### src/shared/lpi_map.vh
`ifndef LPI_MAP_VH
`define LPI_MAP_VH
// Register byte offsets
`define LPI_A_PCFG 16'h0032
`define LPI_A_MAN 16'h003A
`define LPI_A_AUTO 16'h003C
`define LPI_A_P1H 16'h0040
`define LPI_A_P1V 16'h0042
`define LPI_A_RGBH 16'h0044
`define LPI_A_RGBV 16'h0046
`define LPI_A_P2H 16'h0048
`define LPI_A_P2V 16'h004A
`define LPI_A_RGBC 16'h004C
`define LPI_A_P1SER 16'h0054
`define LPI_A_P1PAR 16'h0056
`define LPI_A_P2SER 16'h005C
`define LPI_A_P2PAR 16'h005E
`define LPI_A_STA0 16'h0210
`define LPI_A_STA1 16'h0212
// Panel configuration fields
`define LPI_F_MODE 1:0
`define LPI_F_ACT 2
`define LPI_F_BUSW 6:4
`define LPI_F_BYP 8
`define LPI_F_TFT 15:10
// Transfer control fields
`define LPI_F_GO 1
`define LPI_F_AUTO 1
// Serial and parallel setting fields
`define LPI_F_STYPE 7:5
`define LPI_F_SCS 5
`define LPI_F_SDIR 4
`define LPI_F_SFMT 3:2
`define LPI_F_CPHA 1
`define LPI_F_CPOL 0
`define LPI_F_PFMT 2:0
`define LPI_F_VSEN 7
// RGB timing fields
`define LPI_F_SIZE 9:0
`define LPI_F_ND 7:0
`define LPI_F_SW 15:8
`define LPI_F_HPOL 0
`define LPI_F_VPOL 1
`define LPI_F_DEPOL 2
`define LPI_F_CKPOL 3
`define LPI_F_HPOS 15:8
// Reset value of every register
`define LPI_R_REG 16'h0000
// Panel kinds
`define LPI_K_RGB 2'h0
`define LPI_K_PAR 2'h1
`define LPI_K_SER 2'h2
// General TFT variant code
`define LPI_TFT_GEN 6'h00
// Parallel formats
`define LPI_PF_8 3'h0
`define LPI_PF_16 3'h1
`define LPI_PF_18 3'h2
`define LPI_PF_9 3'h3
// Serial formats
`define LPI_SF_8 2'h0
`define LPI_SF_16 2'h1
`define LPI_SF_9 2'h2
// RGB bus width codes
`define LPI_BW_9 3'h0
`define LPI_BW_12 3'h1
`define LPI_BW_16 3'h2
`define LPI_BW_24 3'h3
`endif

### src/lpi_sync.v
`timescale 1ns/1ps
// Two-flop synchroniser for pins from outside the clock domain
module lpi_sync #(
  parameter W = 1
) (
  input wire clk_sys,
  input wire resetn,
  input wire [W-1:0] din,
  output reg [W-1:0] dout
);
  reg [W-1:0] meta_q;

  // First stage feeds only the second
  always @(posedge clk_sys or negedge resetn) begin
    if (!resetn) begin
      meta_q <= {W{1'b0}};
      dout <= {W{1'b0}};
    end else begin
      meta_q <= din;
      dout <= meta_q;
    end
  end
endmodule

### src/lpi_top.v
`timescale 1ns/1ps
`include "lpi_map.vh"
module lpi_top (
  input wire clk_sys,
  input wire resetn,
  input wire [15:0] reg_addr,
  input wire [15:0] reg_wdata,
  input wire reg_wr,
  input wire reg_rd,
  output reg [15:0] reg_rdata,
  output wire mem_req,
  output reg [18:0] mem_addr,
  input wire [15:0] mem_rdata,
  input wire cam_vsync,
  input wire p1_vsync_in,
  input wire p2_vsync_in,
  input wire host_sclk,
  input wire host_sdo,
  input wire host_cs_n,
  output wire [1:0] p1_kind,
  output wire [1:0] p2_kind,
  output wire active_panel,
  output wire [5:0] p1_tft_type,
  output wire [2:0] p1_ser_type,
  output reg [23:0] p1_data,
  output reg p1_wr_n,
  output reg p1_cs_n,
  output reg p1_dclk,
  output reg p1_hsync,
  output reg p1_vsync,
  output reg p1_de,
  output reg [17:0] p2_data,
  output reg p2_wr_n,
  output reg p2_cs_n,
  output reg p2_sclk,
  output reg p2_sdo
);
  localparam [4:0] S_IDLE = 5'h01;
  localparam [4:0] S_WAIT = 5'h02;
  localparam [4:0] S_FETCH = 5'h04;
  localparam [4:0] S_LATCH = 5'h08;
  localparam [4:0] S_OUT = 5'h10;

  // Panel kind of one output in a given mode
  function [1:0] kind_of;
    input [1:0] mode;
    input sec;
    begin
      case (mode)
        2'h0: kind_of = sec ? `LPI_K_SER : `LPI_K_RGB;
        2'h1: kind_of = sec ? `LPI_K_SER : `LPI_K_PAR;
        2'h2: kind_of = `LPI_K_PAR;
        default: kind_of = sec ? `LPI_K_PAR : `LPI_K_RGB;
      endcase
    end
  endfunction

  // RGB565 pixel packed onto the selected RGB bus width
  function [23:0] rgb_pack;
    input [15:0] px;
    input [2:0] bw;
    begin
      case (bw)
        `LPI_BW_9: rgb_pack = {15'h0000, px[15:13], px[10:8], px[4:2]};
        `LPI_BW_12: rgb_pack = {12'h000, px[15:12], px[10:7], px[4:1]};
        `LPI_BW_24: rgb_pack = {px[15:11], px[15:13], px[10:5],
                                px[10:9], px[4:0], px[4:2]};
        default: rgb_pack = {8'h00, px};
      endcase
    end
  endfunction

  // Parallel bus word for one beat of a pixel
  function [17:0] par_word;
    input [15:0] px;
    input [2:0] fmt;
    input beat;
    begin
      case (fmt)
        `LPI_PF_8: par_word = beat ? {10'h000, px[7:0]}
                                   : {10'h000, px[15:8]};
        `LPI_PF_9: par_word = beat ? {9'h000, px[6:0], 2'b00}
                                   : {9'h000, px[15:7]};
        `LPI_PF_18: par_word = {px[15:11], px[15], px[10:5],
                                px[4:0], px[4]};
        default: par_word = {2'b00, px};
      endcase
    end
  endfunction

  // Serial word for one beat of a pixel
  function [15:0] ser_word;
    input [15:0] px;
    input [1:0] fmt;
    input beat;
    begin
      case (fmt)
        `LPI_SF_8: ser_word = beat ? {8'h00, px[7:0]} : {8'h00, px[15:8]};
        `LPI_SF_9: ser_word = beat ? {7'h00, 1'b1, px[7:0]}
                                   : {7'h00, 1'b1, px[15:8]};
        default: ser_word = px;
      endcase
    end
  endfunction

  // Bits in one serial word
  function [4:0] ser_bits;
    input [1:0] fmt;
    begin
      case (fmt)
        `LPI_SF_16: ser_bits = 5'h10;
        `LPI_SF_9: ser_bits = 5'h09;
        default: ser_bits = 5'h08;
      endcase
    end
  endfunction

  reg [15:0] pcfg_q;
  reg [15:0] auto_q;
  reg [15:0] p1h_q;
  reg [15:0] p1v_q;
  reg [15:0] p2h_q;
  reg [15:0] p2v_q;
  reg [15:0] rgbh_q;
  reg [15:0] rgbv_q;
  reg [15:0] rgbc_q;
  reg [15:0] p1ser_q;
  reg [15:0] p1par_q;
  reg [15:0] p2ser_q;
  reg [15:0] p2par_q;
  reg [15:0] sta0_q;
  reg [15:0] sta1_q;
  reg man_q;
  reg [4:0] st_q;
  reg fm_q;
  reg [19:0] idx_q;
  reg [5:0] cyc_q;
  reg beat_q;
  reg [15:0] px_q;
  reg cam_seen_q;
  reg pvs_seen_q;
  reg [2:0] prev_q;
  reg dt_q;
  reg [10:0] hc_q;
  reg [10:0] vc_q;
  wire [5:0] s_q;

  // Camera and panel syncs, host serial pins, all from outside
  lpi_sync #(.W(6)) u_sync (
    .clk_sys(clk_sys),
    .resetn(resetn),
    .din({cam_vsync, p1_vsync_in, p2_vsync_in,
          host_sclk, host_sdo, host_cs_n}),
    .dout(s_q)
  );

  // Rising edges of camera, primary and secondary VSYNC
  always @(posedge clk_sys or negedge resetn) begin
    if (!resetn) begin
      prev_q <= 3'h0;
    end else begin
      prev_q <= s_q[5:3];
    end
  end
  wire [2:0] rise = s_q[5:3] & ~prev_q;

  // Output kinds follow the mode field
  wire [1:0] mode = pcfg_q[`LPI_F_MODE];
  assign p1_kind = kind_of(mode, 1'b0);
  assign p2_kind = kind_of(mode, 1'b1);
  assign active_panel = pcfg_q[`LPI_F_ACT];
  assign p1_tft_type = pcfg_q[`LPI_F_TFT];
  // Side-channel type only meaningful with the general TFT variant
  assign p1_ser_type = (p1_tft_type == `LPI_TFT_GEN)
                       ? p1ser_q[`LPI_F_STYPE] : 3'h0;

  wire act = active_panel;
  wire [1:0] kact = act ? p2_kind : p1_kind;
  wire rgb_on = !act && (p1_kind == `LPI_K_RGB);
  wire ser = (kact == `LPI_K_SER);
  // Settings of whichever output is active
  wire [15:0] parx = act ? p2par_q : p1par_q;
  wire [9:0] hs = act ? p2h_q[`LPI_F_SIZE] : p1h_q[`LPI_F_SIZE];
  wire [9:0] vs = act ? p2v_q[`LPI_F_SIZE] : p1v_q[`LPI_F_SIZE];
  wire [19:0] total = hs * vs;
  wire vs_en = parx[`LPI_F_VSEN];
  wire pvs_rise = act ? rise[0] : rise[1];
  wire [2:0] pfmt = parx[`LPI_F_PFMT];
  wire [1:0] sfmt = p2ser_q[`LPI_F_SFMT];
  wire [4:0] nbit = ser_bits(sfmt);
  wire two = ser ? (sfmt != `LPI_SF_16)
                 : (pfmt == `LPI_PF_8 || pfmt == `LPI_PF_9);
  wire [5:0] cyc_end = ser ? ({nbit, 1'b0} - 6'h01) : 6'h01;
  wire [18:0] sta = {sta1_q[2:0], sta0_q};
  wire byp = pcfg_q[`LPI_F_BYP];

  // Trigger decisions, only consulted while idle
  wire go_man = man_q;
  wire go_auto = auto_q[`LPI_F_AUTO] && cam_seen_q
                 && (!vs_en || pvs_seen_q);
  wire idle = st_q[0];
  wire eng_start = idle && !rgb_on && (go_man || go_auto);
  wire eng_next = st_q[4] && (cyc_q == cyc_end) && (!two || beat_q);
  wire last = (idx_q + 20'h00001) >= total;
  wire eng_done = eng_next && last;

  // Register writes; the manual trigger register is handled separately
  always @(posedge clk_sys or negedge resetn) begin
    if (!resetn) begin
      pcfg_q <= `LPI_R_REG;
      auto_q <= `LPI_R_REG;
      p1h_q <= `LPI_R_REG;
      p1v_q <= `LPI_R_REG;
      p2h_q <= `LPI_R_REG;
      p2v_q <= `LPI_R_REG;
      rgbh_q <= `LPI_R_REG;
      rgbv_q <= `LPI_R_REG;
      rgbc_q <= `LPI_R_REG;
      p1ser_q <= `LPI_R_REG;
      p1par_q <= `LPI_R_REG;
      p2ser_q <= `LPI_R_REG;
      p2par_q <= `LPI_R_REG;
      sta0_q <= `LPI_R_REG;
      sta1_q <= `LPI_R_REG;
    end else if (reg_wr) begin
      case (reg_addr)
        `LPI_A_PCFG: pcfg_q <= reg_wdata;
        `LPI_A_AUTO: auto_q <= reg_wdata;
        `LPI_A_P1H: p1h_q <= reg_wdata;
        `LPI_A_P1V: p1v_q <= reg_wdata;
        `LPI_A_P2H: p2h_q <= reg_wdata;
        `LPI_A_P2V: p2v_q <= reg_wdata;
        `LPI_A_RGBH: rgbh_q <= reg_wdata;
        `LPI_A_RGBV: rgbv_q <= reg_wdata;
        `LPI_A_RGBC: rgbc_q <= reg_wdata;
        `LPI_A_P1SER: p1ser_q <= reg_wdata;
        `LPI_A_P1PAR: p1par_q <= reg_wdata;
        `LPI_A_P2SER: p2ser_q <= reg_wdata;
        `LPI_A_P2PAR: p2par_q <= reg_wdata;
        `LPI_A_STA0: sta0_q <= reg_wdata;
        `LPI_A_STA1: sta1_q <= reg_wdata;
        default: ;
      endcase
    end
  end

  // Manual trigger: writes while busy are dropped, set beats clear
  always @(posedge clk_sys or negedge resetn) begin
    if (!resetn) begin
      man_q <= 1'b0;
    end else if (reg_wr && reg_addr == `LPI_A_MAN && idle
                 && reg_wdata[`LPI_F_GO]) begin
      man_q <= 1'b1;
    end else if (eng_done && fm_q) begin
      man_q <= 1'b0;
    end
  end

  // Read data is registered; unmapped offsets read zero
  always @(posedge clk_sys or negedge resetn) begin
    if (!resetn) begin
      reg_rdata <= 16'h0000;
    end else if (reg_rd) begin
      case (reg_addr)
        `LPI_A_PCFG: reg_rdata <= pcfg_q;
        `LPI_A_MAN: reg_rdata <= {!idle, 13'h0000, man_q, 1'b0};
        `LPI_A_AUTO: reg_rdata <= auto_q;
        `LPI_A_P1H: reg_rdata <= p1h_q;
        `LPI_A_P1V: reg_rdata <= p1v_q;
        `LPI_A_P2H: reg_rdata <= p2h_q;
        `LPI_A_P2V: reg_rdata <= p2v_q;
        `LPI_A_RGBH: reg_rdata <= rgbh_q;
        `LPI_A_RGBV: reg_rdata <= rgbv_q;
        `LPI_A_RGBC: reg_rdata <= rgbc_q;
        `LPI_A_P1SER: reg_rdata <= p1ser_q;
        `LPI_A_P1PAR: reg_rdata <= p1par_q;
        `LPI_A_P2SER: reg_rdata <= p2ser_q;
        `LPI_A_P2PAR: reg_rdata <= p2par_q;
        `LPI_A_STA0: reg_rdata <= sta0_q;
        `LPI_A_STA1: reg_rdata <= sta1_q;
        default: reg_rdata <= 16'h0000;
      endcase
    end
  end

  // Sync capture: only while idle, so events during a frame are lost
  always @(posedge clk_sys or negedge resetn) begin
    if (!resetn) begin
      cam_seen_q <= 1'b0;
      pvs_seen_q <= 1'b0;
    end else if (!auto_q[`LPI_F_AUTO] || eng_start) begin
      cam_seen_q <= 1'b0;
      pvs_seen_q <= 1'b0;
    end else if (idle) begin
      if (rise[2]) cam_seen_q <= 1'b1;
      if (pvs_rise) pvs_seen_q <= 1'b1;
    end
  end

  // Frame transfer engine for RAM-integrated panels
  always @(posedge clk_sys or negedge resetn) begin
    if (!resetn) begin
      st_q <= S_IDLE;
      fm_q <= 1'b0;
      idx_q <= 20'h00000;
      cyc_q <= 6'h00;
      beat_q <= 1'b0;
      px_q <= 16'h0000;
    end else if (rgb_on) begin
      st_q <= S_IDLE;
    end else begin
      case (st_q)
        S_IDLE: begin
          if (eng_start) begin
            fm_q <= go_man;
            idx_q <= 20'h00000;
            st_q <= (go_man && vs_en) ? S_WAIT : S_FETCH;
          end
        end
        S_WAIT: begin
          if (pvs_rise) st_q <= S_FETCH;
        end
        S_FETCH: st_q <= S_LATCH;
        S_LATCH: begin
          px_q <= mem_rdata;
          cyc_q <= 6'h00;
          beat_q <= 1'b0;
          st_q <= S_OUT;
        end
        S_OUT: begin
          if (cyc_q != cyc_end) begin
            cyc_q <= cyc_q + 6'h01;
          end else if (two && !beat_q) begin
            cyc_q <= 6'h00;
            beat_q <= 1'b1;
          end else if (last) begin
            st_q <= S_IDLE;
          end else begin
            idx_q <= idx_q + 20'h00001;
            st_q <= S_FETCH;
          end
        end
        default: st_q <= S_IDLE;
      endcase
    end
  end

  // RGB timing: one pixel every two system clocks
  wire [10:0] htot = {1'b0, p1h_q[`LPI_F_SIZE]}
                     + {3'h0, rgbh_q[`LPI_F_ND]};
  wire [10:0] vtot = {1'b0, p1v_q[`LPI_F_SIZE]}
                     + {3'h0, rgbv_q[`LPI_F_ND]};
  wire h_end = (hc_q + 11'h001) >= htot;
  wire v_end = (vc_q + 11'h001) >= vtot;
  wire in_act = (hc_q < {1'b0, p1h_q[`LPI_F_SIZE]})
                && (vc_q < {1'b0, p1v_q[`LPI_F_SIZE]});
  wire [10:0] hs0 = {1'b0, p1h_q[`LPI_F_SIZE]} + {3'h0, rgbc_q[`LPI_F_HPOS]};
  wire [10:0] hs1 = hs0 + {3'h0, rgbh_q[`LPI_F_SW]};
  wire [10:0] vs0 = {1'b0, p1v_q[`LPI_F_SIZE]};
  wire [10:0] vs1 = vs0 + {3'h0, rgbv_q[`LPI_F_SW]};
  wire in_hs = (hc_q >= hs0) && (hc_q < hs1);
  wire in_vs = (vc_q >= vs0) && (vc_q < vs1);
  wire rgb_fetch = rgb_on && !dt_q && in_act;
  wire rgb_sof = rgb_on && dt_q && h_end && v_end;

  always @(posedge clk_sys or negedge resetn) begin
    if (!resetn) begin
      dt_q <= 1'b0;
      hc_q <= 11'h000;
      vc_q <= 11'h000;
    end else if (!rgb_on) begin
      dt_q <= 1'b0;
      hc_q <= 11'h000;
      vc_q <= 11'h000;
    end else begin
      dt_q <= !dt_q;
      if (dt_q) begin
        hc_q <= h_end ? 11'h000 : hc_q + 11'h001;
        if (h_end) vc_q <= v_end ? 11'h000 : vc_q + 11'h001;
      end
    end
  end

  // Fetch pointer restarts at the window start for every frame
  assign mem_req = rgb_fetch || st_q[2];
  always @(posedge clk_sys or negedge resetn) begin
    if (!resetn) begin
      mem_addr <= 19'h00000;
    end else if ((idle && !rgb_on) || rgb_sof) begin
      mem_addr <= sta;
    end else if (rgb_fetch || (eng_next && !last)) begin
      mem_addr <= mem_addr + 19'h00002;
    end
  end

  // Primary pins: RGB timing or parallel writes, never serial
  wire busy = st_q[2] || st_q[3] || st_q[4];
  wire p1_own = !act && (p1_kind == `LPI_K_PAR);
  wire p2_own = act;
  wire [17:0] pw = par_word(px_q, pfmt, beat_q);
  always @(posedge clk_sys or negedge resetn) begin
    if (!resetn) begin
      p1_data <= 24'h000000;
      p1_wr_n <= 1'b1;
      p1_cs_n <= 1'b1;
      p1_dclk <= 1'b0;
      p1_hsync <= 1'b0;
      p1_vsync <= 1'b0;
      p1_de <= 1'b0;
    end else begin
      p1_cs_n <= !(p1_own && busy);
      p1_wr_n <= !(p1_own && st_q[4] && cyc_q == 6'h00);
      p1_dclk <= rgbc_q[`LPI_F_CKPOL] ^ (rgb_on && dt_q);
      p1_hsync <= rgbc_q[`LPI_F_HPOL] ^ (rgb_on && in_hs);
      p1_vsync <= rgbc_q[`LPI_F_VPOL] ^ (rgb_on && in_vs);
      if (rgb_on && dt_q) begin
        p1_de <= rgbc_q[`LPI_F_DEPOL] ^ in_act;
        if (in_act)
          p1_data <= rgb_pack(mem_rdata, pcfg_q[`LPI_F_BUSW]);
      end else if (!rgb_on) begin
        p1_de <= rgbc_q[`LPI_F_DEPOL];
        if (p1_own && st_q[4]) p1_data <= {6'h00, pw};
      end
    end
  end

  // Secondary pins: parallel writes, serial shifter or host bypass
  wire [15:0] sw = ser_word(px_q, sfmt, beat_q);
  wire [4:0] bi = cyc_q[5:1];
  wire [4:0] bsel = p2ser_q[`LPI_F_SDIR] ? bi : nbit - 5'h01 - bi;
  wire frame_cs = p2ser_q[`LPI_F_SCS];
  wire cpol = p2ser_q[`LPI_F_CPOL];
  always @(posedge clk_sys or negedge resetn) begin
    if (!resetn) begin
      p2_data <= 18'h00000;
      p2_wr_n <= 1'b1;
      p2_cs_n <= 1'b1;
      p2_sclk <= 1'b0;
      p2_sdo <= 1'b0;
    end else if (byp && p2_kind == `LPI_K_SER) begin
      p2_cs_n <= s_q[0];
      p2_sdo <= s_q[1];
      p2_sclk <= s_q[2];
      p2_wr_n <= 1'b1;
    end else if (ser) begin
      p2_wr_n <= 1'b1;
      p2_cs_n <= !(frame_cs ? busy : st_q[4]);
      if (st_q[4]) begin
        p2_sdo <= sw[bsel[3:0]];
        p2_sclk <= cpol ^ cyc_q[0] ^ p2ser_q[`LPI_F_CPHA];
      end else begin
        p2_sclk <= cpol;
      end
    end else begin
      p2_sclk <= cpol;
      p2_cs_n <= !(p2_own && busy);
      p2_wr_n <= !(p2_own && st_q[4] && cyc_q == 6'h00);
      if (p2_own && st_q[4]) p2_data <= pw;
    end
  end
endmodule

### config.mk
export PLATFORM = sky130hd
export DESIGN_NAME = lpi_top
export DESIGN_NICKNAME = d
export VERILOG_FILES = /design/src/lpi_sync.v /design/src/lpi_top.v
export VERILOG_INCLUDE_DIRS = /design/src /design/src/shared
export SDC_FILE = /design/constraint.sdc
export NUM_CORES = 1
export LEC_CHECK = 0
export BUFFER_PORTS_ARGS = -buffer_cell sky130_fd_sc_hd__buf_2
export CAP_MARGIN = 20
export CORE_AREA = 2 2 282 284
export CTS_BUF_LIST = sky130_fd_sc_hd__clkbuf_8 sky130_fd_sc_hd__clkbuf_16
export DETAILED_ROUTE_END_ITERATION = 16
export DIE_AREA = 0 0 284 286
export RECOVER_POWER = 25
export SETUP_SLACK_MARGIN = 0.4
export SLEW_MARGIN = 5
export SYNTH_ARGS = -nofsm -noshare
export SYNTH_HDL_FRONTEND = slang
export SYNTH_SLANG_ARGS = --single-unit
### constraint.sdc
create_clock -name clk_sys -period 10.82 [get_ports clk_sys]
set_clock_uncertainty 0.1 [all_clocks]
set_input_delay 1.623 -clock clk_sys [delete_from_list [all_inputs] [get_ports clk_sys]]
set_output_delay 1.623 -clock clk_sys [all_outputs]
set_load 0.01 [all_outputs]
# After elaboration in Yosys (flattened, before gate mapping)
# Cells that the tools add are included.
# Widths: inputs -> output; s select.
# word_totals
ff_bits	417
latchBits	0
ramBits	0
rom_bits	0
inputBits	58
out_inout_bits	102
wordCells	307
mem_count	0
# op_classes
n_addsub	13
n_mul	1
n_div	0
order_cmp	10
n_eq_ne	49
n_shift	0
mux	76
bitwise	11
n_reduce_logical	103
# ops
cell	n
$pmux 16 s16	1
$eq 16x7->1 const B	11
$mux 24	4
$mux 20	4
$mux 11	7
$pmux 24 s3	1
$pmux 18 s3	1
$eq 16x6->1 const B	3
$add 10x8->11	4
$pmux 20 s2	1
$reduce_and 2->1	20
$mux 19	2
$ge 11x11->1	3
$logic_and 1x1->1	33
$eq 16x10->1 const B	2
$mux 8	4
$pmux 16 s2	1
$mux 1	28
$mux 5	5
$pmux 5 s5	1
$add 11x1->11 const B	2
$lt 11x10->1	2
$lt 11x11->1	2
$add 20x1->20 const B	1
48 further kinds	120

# Longest topological paths before layout
# logic_depth
ltp_word	13
mapped_depth	35

# Modules after synthesis
# From an unflattened synthesis, not the netlist that was laid out.
# unflattened
hier_cells	2675
area_unflattened_um2	27412.5
# modules_own_cells
module	instances	cells_per_inst	area_each_um2
lpi_top	1	2663	27112.3
lpi_sync	1	12	300.3

# Least setup slack after synthesis
# No wires, ideal clock.
# synth_path
kind	reg2reg
startpoint	register pcfg_q[2]
endpoint	register idx_q[19]
setup_ns	0.087
arrival_time_ns	7.658
required_ns	10.633
setup_slack_ns	2.975
stages_incl_launch_ff	33
synth_period_minus_slack_ns	7.845
path_cell_list	dfrtp_1 > buf_4 > buf_2 > buf_2 > clkbuf_1 > nand2_1 > o21ai_0 > nand2_1 > fa_1 > inv_1 > fa_1 > inv_1 > fa_1 > inv_1 > fa_1 > inv_1 > fa_1 > inv_1 > ha_1 > o2111ai_1 > o2111ai_1 > nand3_1 > nand4b_1 > a221o_1 > a21oi_1 > xnor2_1 > ha_1 > and4_1 > a21oi_1 > o211ai_1 > or4_4 > or3_1 > o211ai_1
# synth_between
elab_chain_len	8
# synth_lines
element	line	text
from (decl)	lpi_top.v:118	reg [15:0] pcfg_q;
from (signal assigned)	lpi_top.v:210	pcfg_q <= `LPI_R_REG;
from (signal assigned)	lpi_top.v:227	`LPI_A_PCFG: pcfg_q <= reg_wdata;
branches (longest 7 deep; another with $mul 10x10->20)	n/a	
$reduce_and 6->1 (no source line) *	n/a	
to (signal assigned)	lpi_top.v:339	idx_q <= idx_q + 20'h00001;
to (decl)	lpi_top.v:136	reg [19:0] idx_q;
# Every way passes the cells marked *.
# A chain may end at the register's enable or synchronous reset.

# Worst setup path in the final report
# layout_path
startpoint	register pcfg_q[2]
endpoint	register mem_addr[4]
# layout_between
elab_chain_len	10
# layout_lines
element	line	text
branches (longest 10 deep; another with $mul 10x10->20)	n/a	
to (signal assigned)	lpi_top.v:390	mem_addr <= sta;
to (signal assigned)	lpi_top.v:392	mem_addr <= mem_addr + 19'h00002;
to (decl)	lpi_top.v:12	output reg [18:0] mem_addr,
# Parallel ways; which one is timed is not known.

==> summary.md <==
| Metric | Value |
|---|---|
| Root Driver | clkbuf_16 |
| Die Wd | about 280 um |
| Post-Synth Simple-Gate Area | 12.15% |
| DR DRC count | 0 |
| Initial antenna violation count | 5 |
| Die height | between 200 and 300 um |
| Post-synth EDFFs | 0 |
| Req. time, crit path | 11220 ps |
| Crit Path Max Fanout | 35 |
| Port-buffer cells | 158 |
| Minimum clock period | 9288 ps |
| Die area | 0.08122 mm2 |
| Multi-input logic area | 0.01566 mm2 |
| Post-CTS Setup Inserts | 0 |
| Xor/xnor share of the synthesized area | under 10% |
| Post-synthesis register bit count | ~420 |
| HPWL after DPL | 60.96 mm |
| I/O pin cnt | 160 |
| Seq/Total Area, Yosys | 38.29% |
| Worst setup EP type | flip-flop |
| Ys flop type | dfrtp_1 |
| Slew Limit Headroom | -265.4% |
| Failing checks | capacitance limit, slew limit |
| Pwr Density | between 100 and 150 mW/mm2 |
| Avg Synthesized Cell Area | 10.38 um2 |
| First-pass GRT wire length | ~130 mm |
| Fin. Hold Viols | 0 |
| Adder-cell share of the synthesized area | between 10% and 20% |
| Routed length per instance | 21.65 um |
| Mux contribution to synthesized area | 13.75% |
| Status | finished, violations left |
| RSZ-0062 raised after global routing | no |
| Peak supply drop | 0.0001107 V |
| Synth unique cells | 86 |
| Initial Utilization | 34.72% |
| Post-CTS sizing | 0 |
| Leak | about 15 nW |
| Pre-antenna DRT Iters | 8 |
| TritonCTS clock tree | built |
| Hold_buf cts | 0 |
| Overall Global Routing Usage | 20.05% |
| Gpl congestion | 0.8947 |
| Inserted Diodes | 0 |
| # setup viols final | 0 |
| Via/cell ratio | about 5.5 |
| Antenna viol nets, final | 0 |
| DRT Wirelength | 82.80 mm |
| Setup TNS | 0 ps |
| Synth warn | 0 |
| CTS Sinks | around 420 |
| Global route overflow | 0 |
| Filler cells | 7784 |
| Post-Syn Area | between 0.02 and 0.03 mm2 |
| Final Power | 3.411 mW |
| Async SR Flop Fraction | 100.0% |
| Pin count of the biggest net entering global routing | 99 |
| Synth Net Count | 2946 |
| Critical path class | reg2reg |
| Layout cells sized above 1 | 22.60% |
| Worst skew pair latency | 620 ps |
| Maximum clock path buffer count | 3 |
| Via count | 21.07k |
| Post-route clock period utilization | between 80 and 90% |
| Max Slew Vio Count | ~290 |
| Main combinational cell family by area after synthesis | adder cells |
| Area Overhead vs Synth | 12.83% |
| H-tree Lvls | 2 |
| Synth Instances | 2621 |
| Placeable Area | 0.07836 mm2 |
| Worst EP arrival | 9690 ps |
| Clk slew on worst S/H paths | 60 ps |
| Worst Max-Slew Pin Slew | between 5000 and 6000 ps |
| Final Worst Setup Slack | 1532 ps |
| Row count | ~100 |
| Pre-CTS WS | roughly 1900 ps |
| Maxcap violations | 4 |
| Starting DRT DRC Count | between 2k and 2.5k |
| Vias in the first global route | about 20k |
| CP Launch Type | flip-flop |
| Inserted Clock Buffers | 46 |
| Fin nets | ~3.1k |
| Fmax | ~110 MHz |
| Hold Path Class | reg2reg |
| Complex-gate fraction of the synthesized area | 13.98% |
| Register area | around 0.010 mm2 |
==> path summary, 6_finish.rpt <==
path	slack (ps)	depth (start not counted)	start	endpoint
max	1530	26	pcfg_q[2]	mem_addr[4]
min	250	0	u_sync.meta_q[5]	u_sync.dout[5]
max reg2reg	1530	26	pcfg_q[2]	mem_addr[4]
min reg2reg	250	0	u_sync.meta_q[5]	u_sync.dout[5]
max in group asynchronous	2630	3	resetn	px_q[3]
min in group asynchronous	2940	1	resetn	vc_q[4]
==> layout make-up <==
type / instances / area share [%]
Clock inverter: 34 / 1.529
Clock buffer: 50 / 3.930
Sequential cell: 416 / 33.94
Timing Repair Buffer: 190 / 3.375
Multi-Input combinational cell: 1925 / 51.01
Inverter: 159 / 1.944
Tap cell: 1050 / 4.280
==> layout by cell type, fill, tap and decap left out, types with 10 or more instances in the layout <==
cell       synthesis  layout
o21ai_0          120     120
dfrtp_1          411     411
o31ai_1           12      12
clkbuf_16          0      46
nand3_1           68      68
a222oi_1          27      27
a21oi_1           98      98
mux4_2            11      11
buf_2             26     157
a22oi_1           56      56
o211ai_1          22      22
fa_1              67      67
ha_1             200     200
o21ai_1           14      13
a211oi_1          26      26
nand2b_1          20      20
xnor2_1           64      64
nor2b_1           35      36
a32o_1            13      13
a221oi_1          11      11
buf_4             10      25
a22o_1            17      17
and2_1            10      10
and3_1            25      25
xor2_1            45      45
inv_1            157     164
nand2_1          197     197
mux2_2           285     285
nand4_1           24      24
nor2_1           166     166
o22ai_1           17      17
mux2i_1           27      27
or3_1             11      11
or2_2             35      35
a21o_1            29      29
o21a_1            24      24
nor3_1            20      20
==> through the flow <==
stage	hold slack [ps]	util, %	std cells	instance area (um2)
floorplan	231.2	-	2621	27200
global route	266.1	39.17	3824	30690
finish	249.7	39.17	3824	30690
detailed placement	236.4	37.05	3739	29030
global placement	233.3	37.03	3738	29020
CTS	249.3	39.19	3823	30700
==> cells by family after synthesis <==
family	count (synthesis)
AOI/OAI and AO/OA	557
DFF	416
buffers and inverters	280
muxes	324
and+or+nand+nor	667
other	1
xor gates and xnor gates	109
adders and majority gates	267
==> worst max-delay path, stage by stage (launching register included) <==
cell       delay, ps
dfrtp_1         1110
mux2i_1          860
or2_2            250
fa_1             440
fa_1             550
inv_1             60
fa_1             510
fa_1             540
inv_1             50
fa_1             520
inv_1             40
ha_1             360
o2111ai_1        170
o2111ai_1        190
nand3_1          110
nand4b_1         160
a221o_1          350
a21oi_1          180
xnor2_1          140
ha_1             260
and4_1           160
a21oi_1          120
o211ai_1         310
o21ai_2         1010
nand2_1          150
xnor2_1          170
mux2_2           260
==> routing by layer <==
| layer | track usage (%) | wire length [um] | share of wire, % | vias to the layer above |
|---|---|---|---|---|
| met5 | 0 | 13 | 0.016 | - |
| met1 | 28.91 | 37860 | 46 | 10480 |
| met3 | 3.748 | 5916 | 7.1 | 164 |
| met2 | 30.20 | 36280 | 44 | 750 |
| met4 | 6.658 | 2735 | 3.3 | 2 |
| li1 | - | - | - | 9671 |
==> flip-flops by register name, summed over array words and instances, names as in the netlist, 18 cells and up <==
signal,flops
mem_addr,19
idx_q,20
p1_data,23
p2_data,18
==> power by group <==
part           internal [mW]  total, mW  switching, mW
Sequential              1.56       1.56        0.00364
Combinational         0.0262      0.127          0.101
Clock                   1.03       1.72          0.692
==> Yosys cell counts (24+ instances only) <==
| library cell | number | area share, % |
|---|---|---|
| nor2b_1 | 35 | 0.80 |
| a22oi_1 | 56 | 1.5 |
| clkbuf_1 | 75 | 1.0 |
| nor2_1 | 166 | 2.3 |
| nand2_1 | 197 | 2.7 |
| xnor2_1 | 64 | 2.1 |
| a222oi_1 | 27 | 0.99 |
| o21a_1 | 24 | 0.66 |
| nand3_1 | 68 | 1.3 |
| xor2_1 | 45 | 1.4 |
| a21oi_1 | 98 | 1.8 |
| or2_2 | 35 | 0.80 |
| a21o_1 | 29 | 0.80 |
| and3_1 | 25 | 0.57 |
| nand4_1 | 24 | 0.55 |
| inv_1 | 157 | 2.2 |
| mux2_2 | 285 | 12 |
| a211oi_1 | 26 | 0.72 |
| buf_2 | 26 | 0.48 |
| o21ai_0 | 120 | 2.2 |
| ha_1 | 200 | 9.2 |
| mux2i_1 | 27 | 0.99 |
| dfrtp_1 | 411 | 38 |
| fa_1 | 67 | 4.9 |
Power figures use the tool's default switching activity.
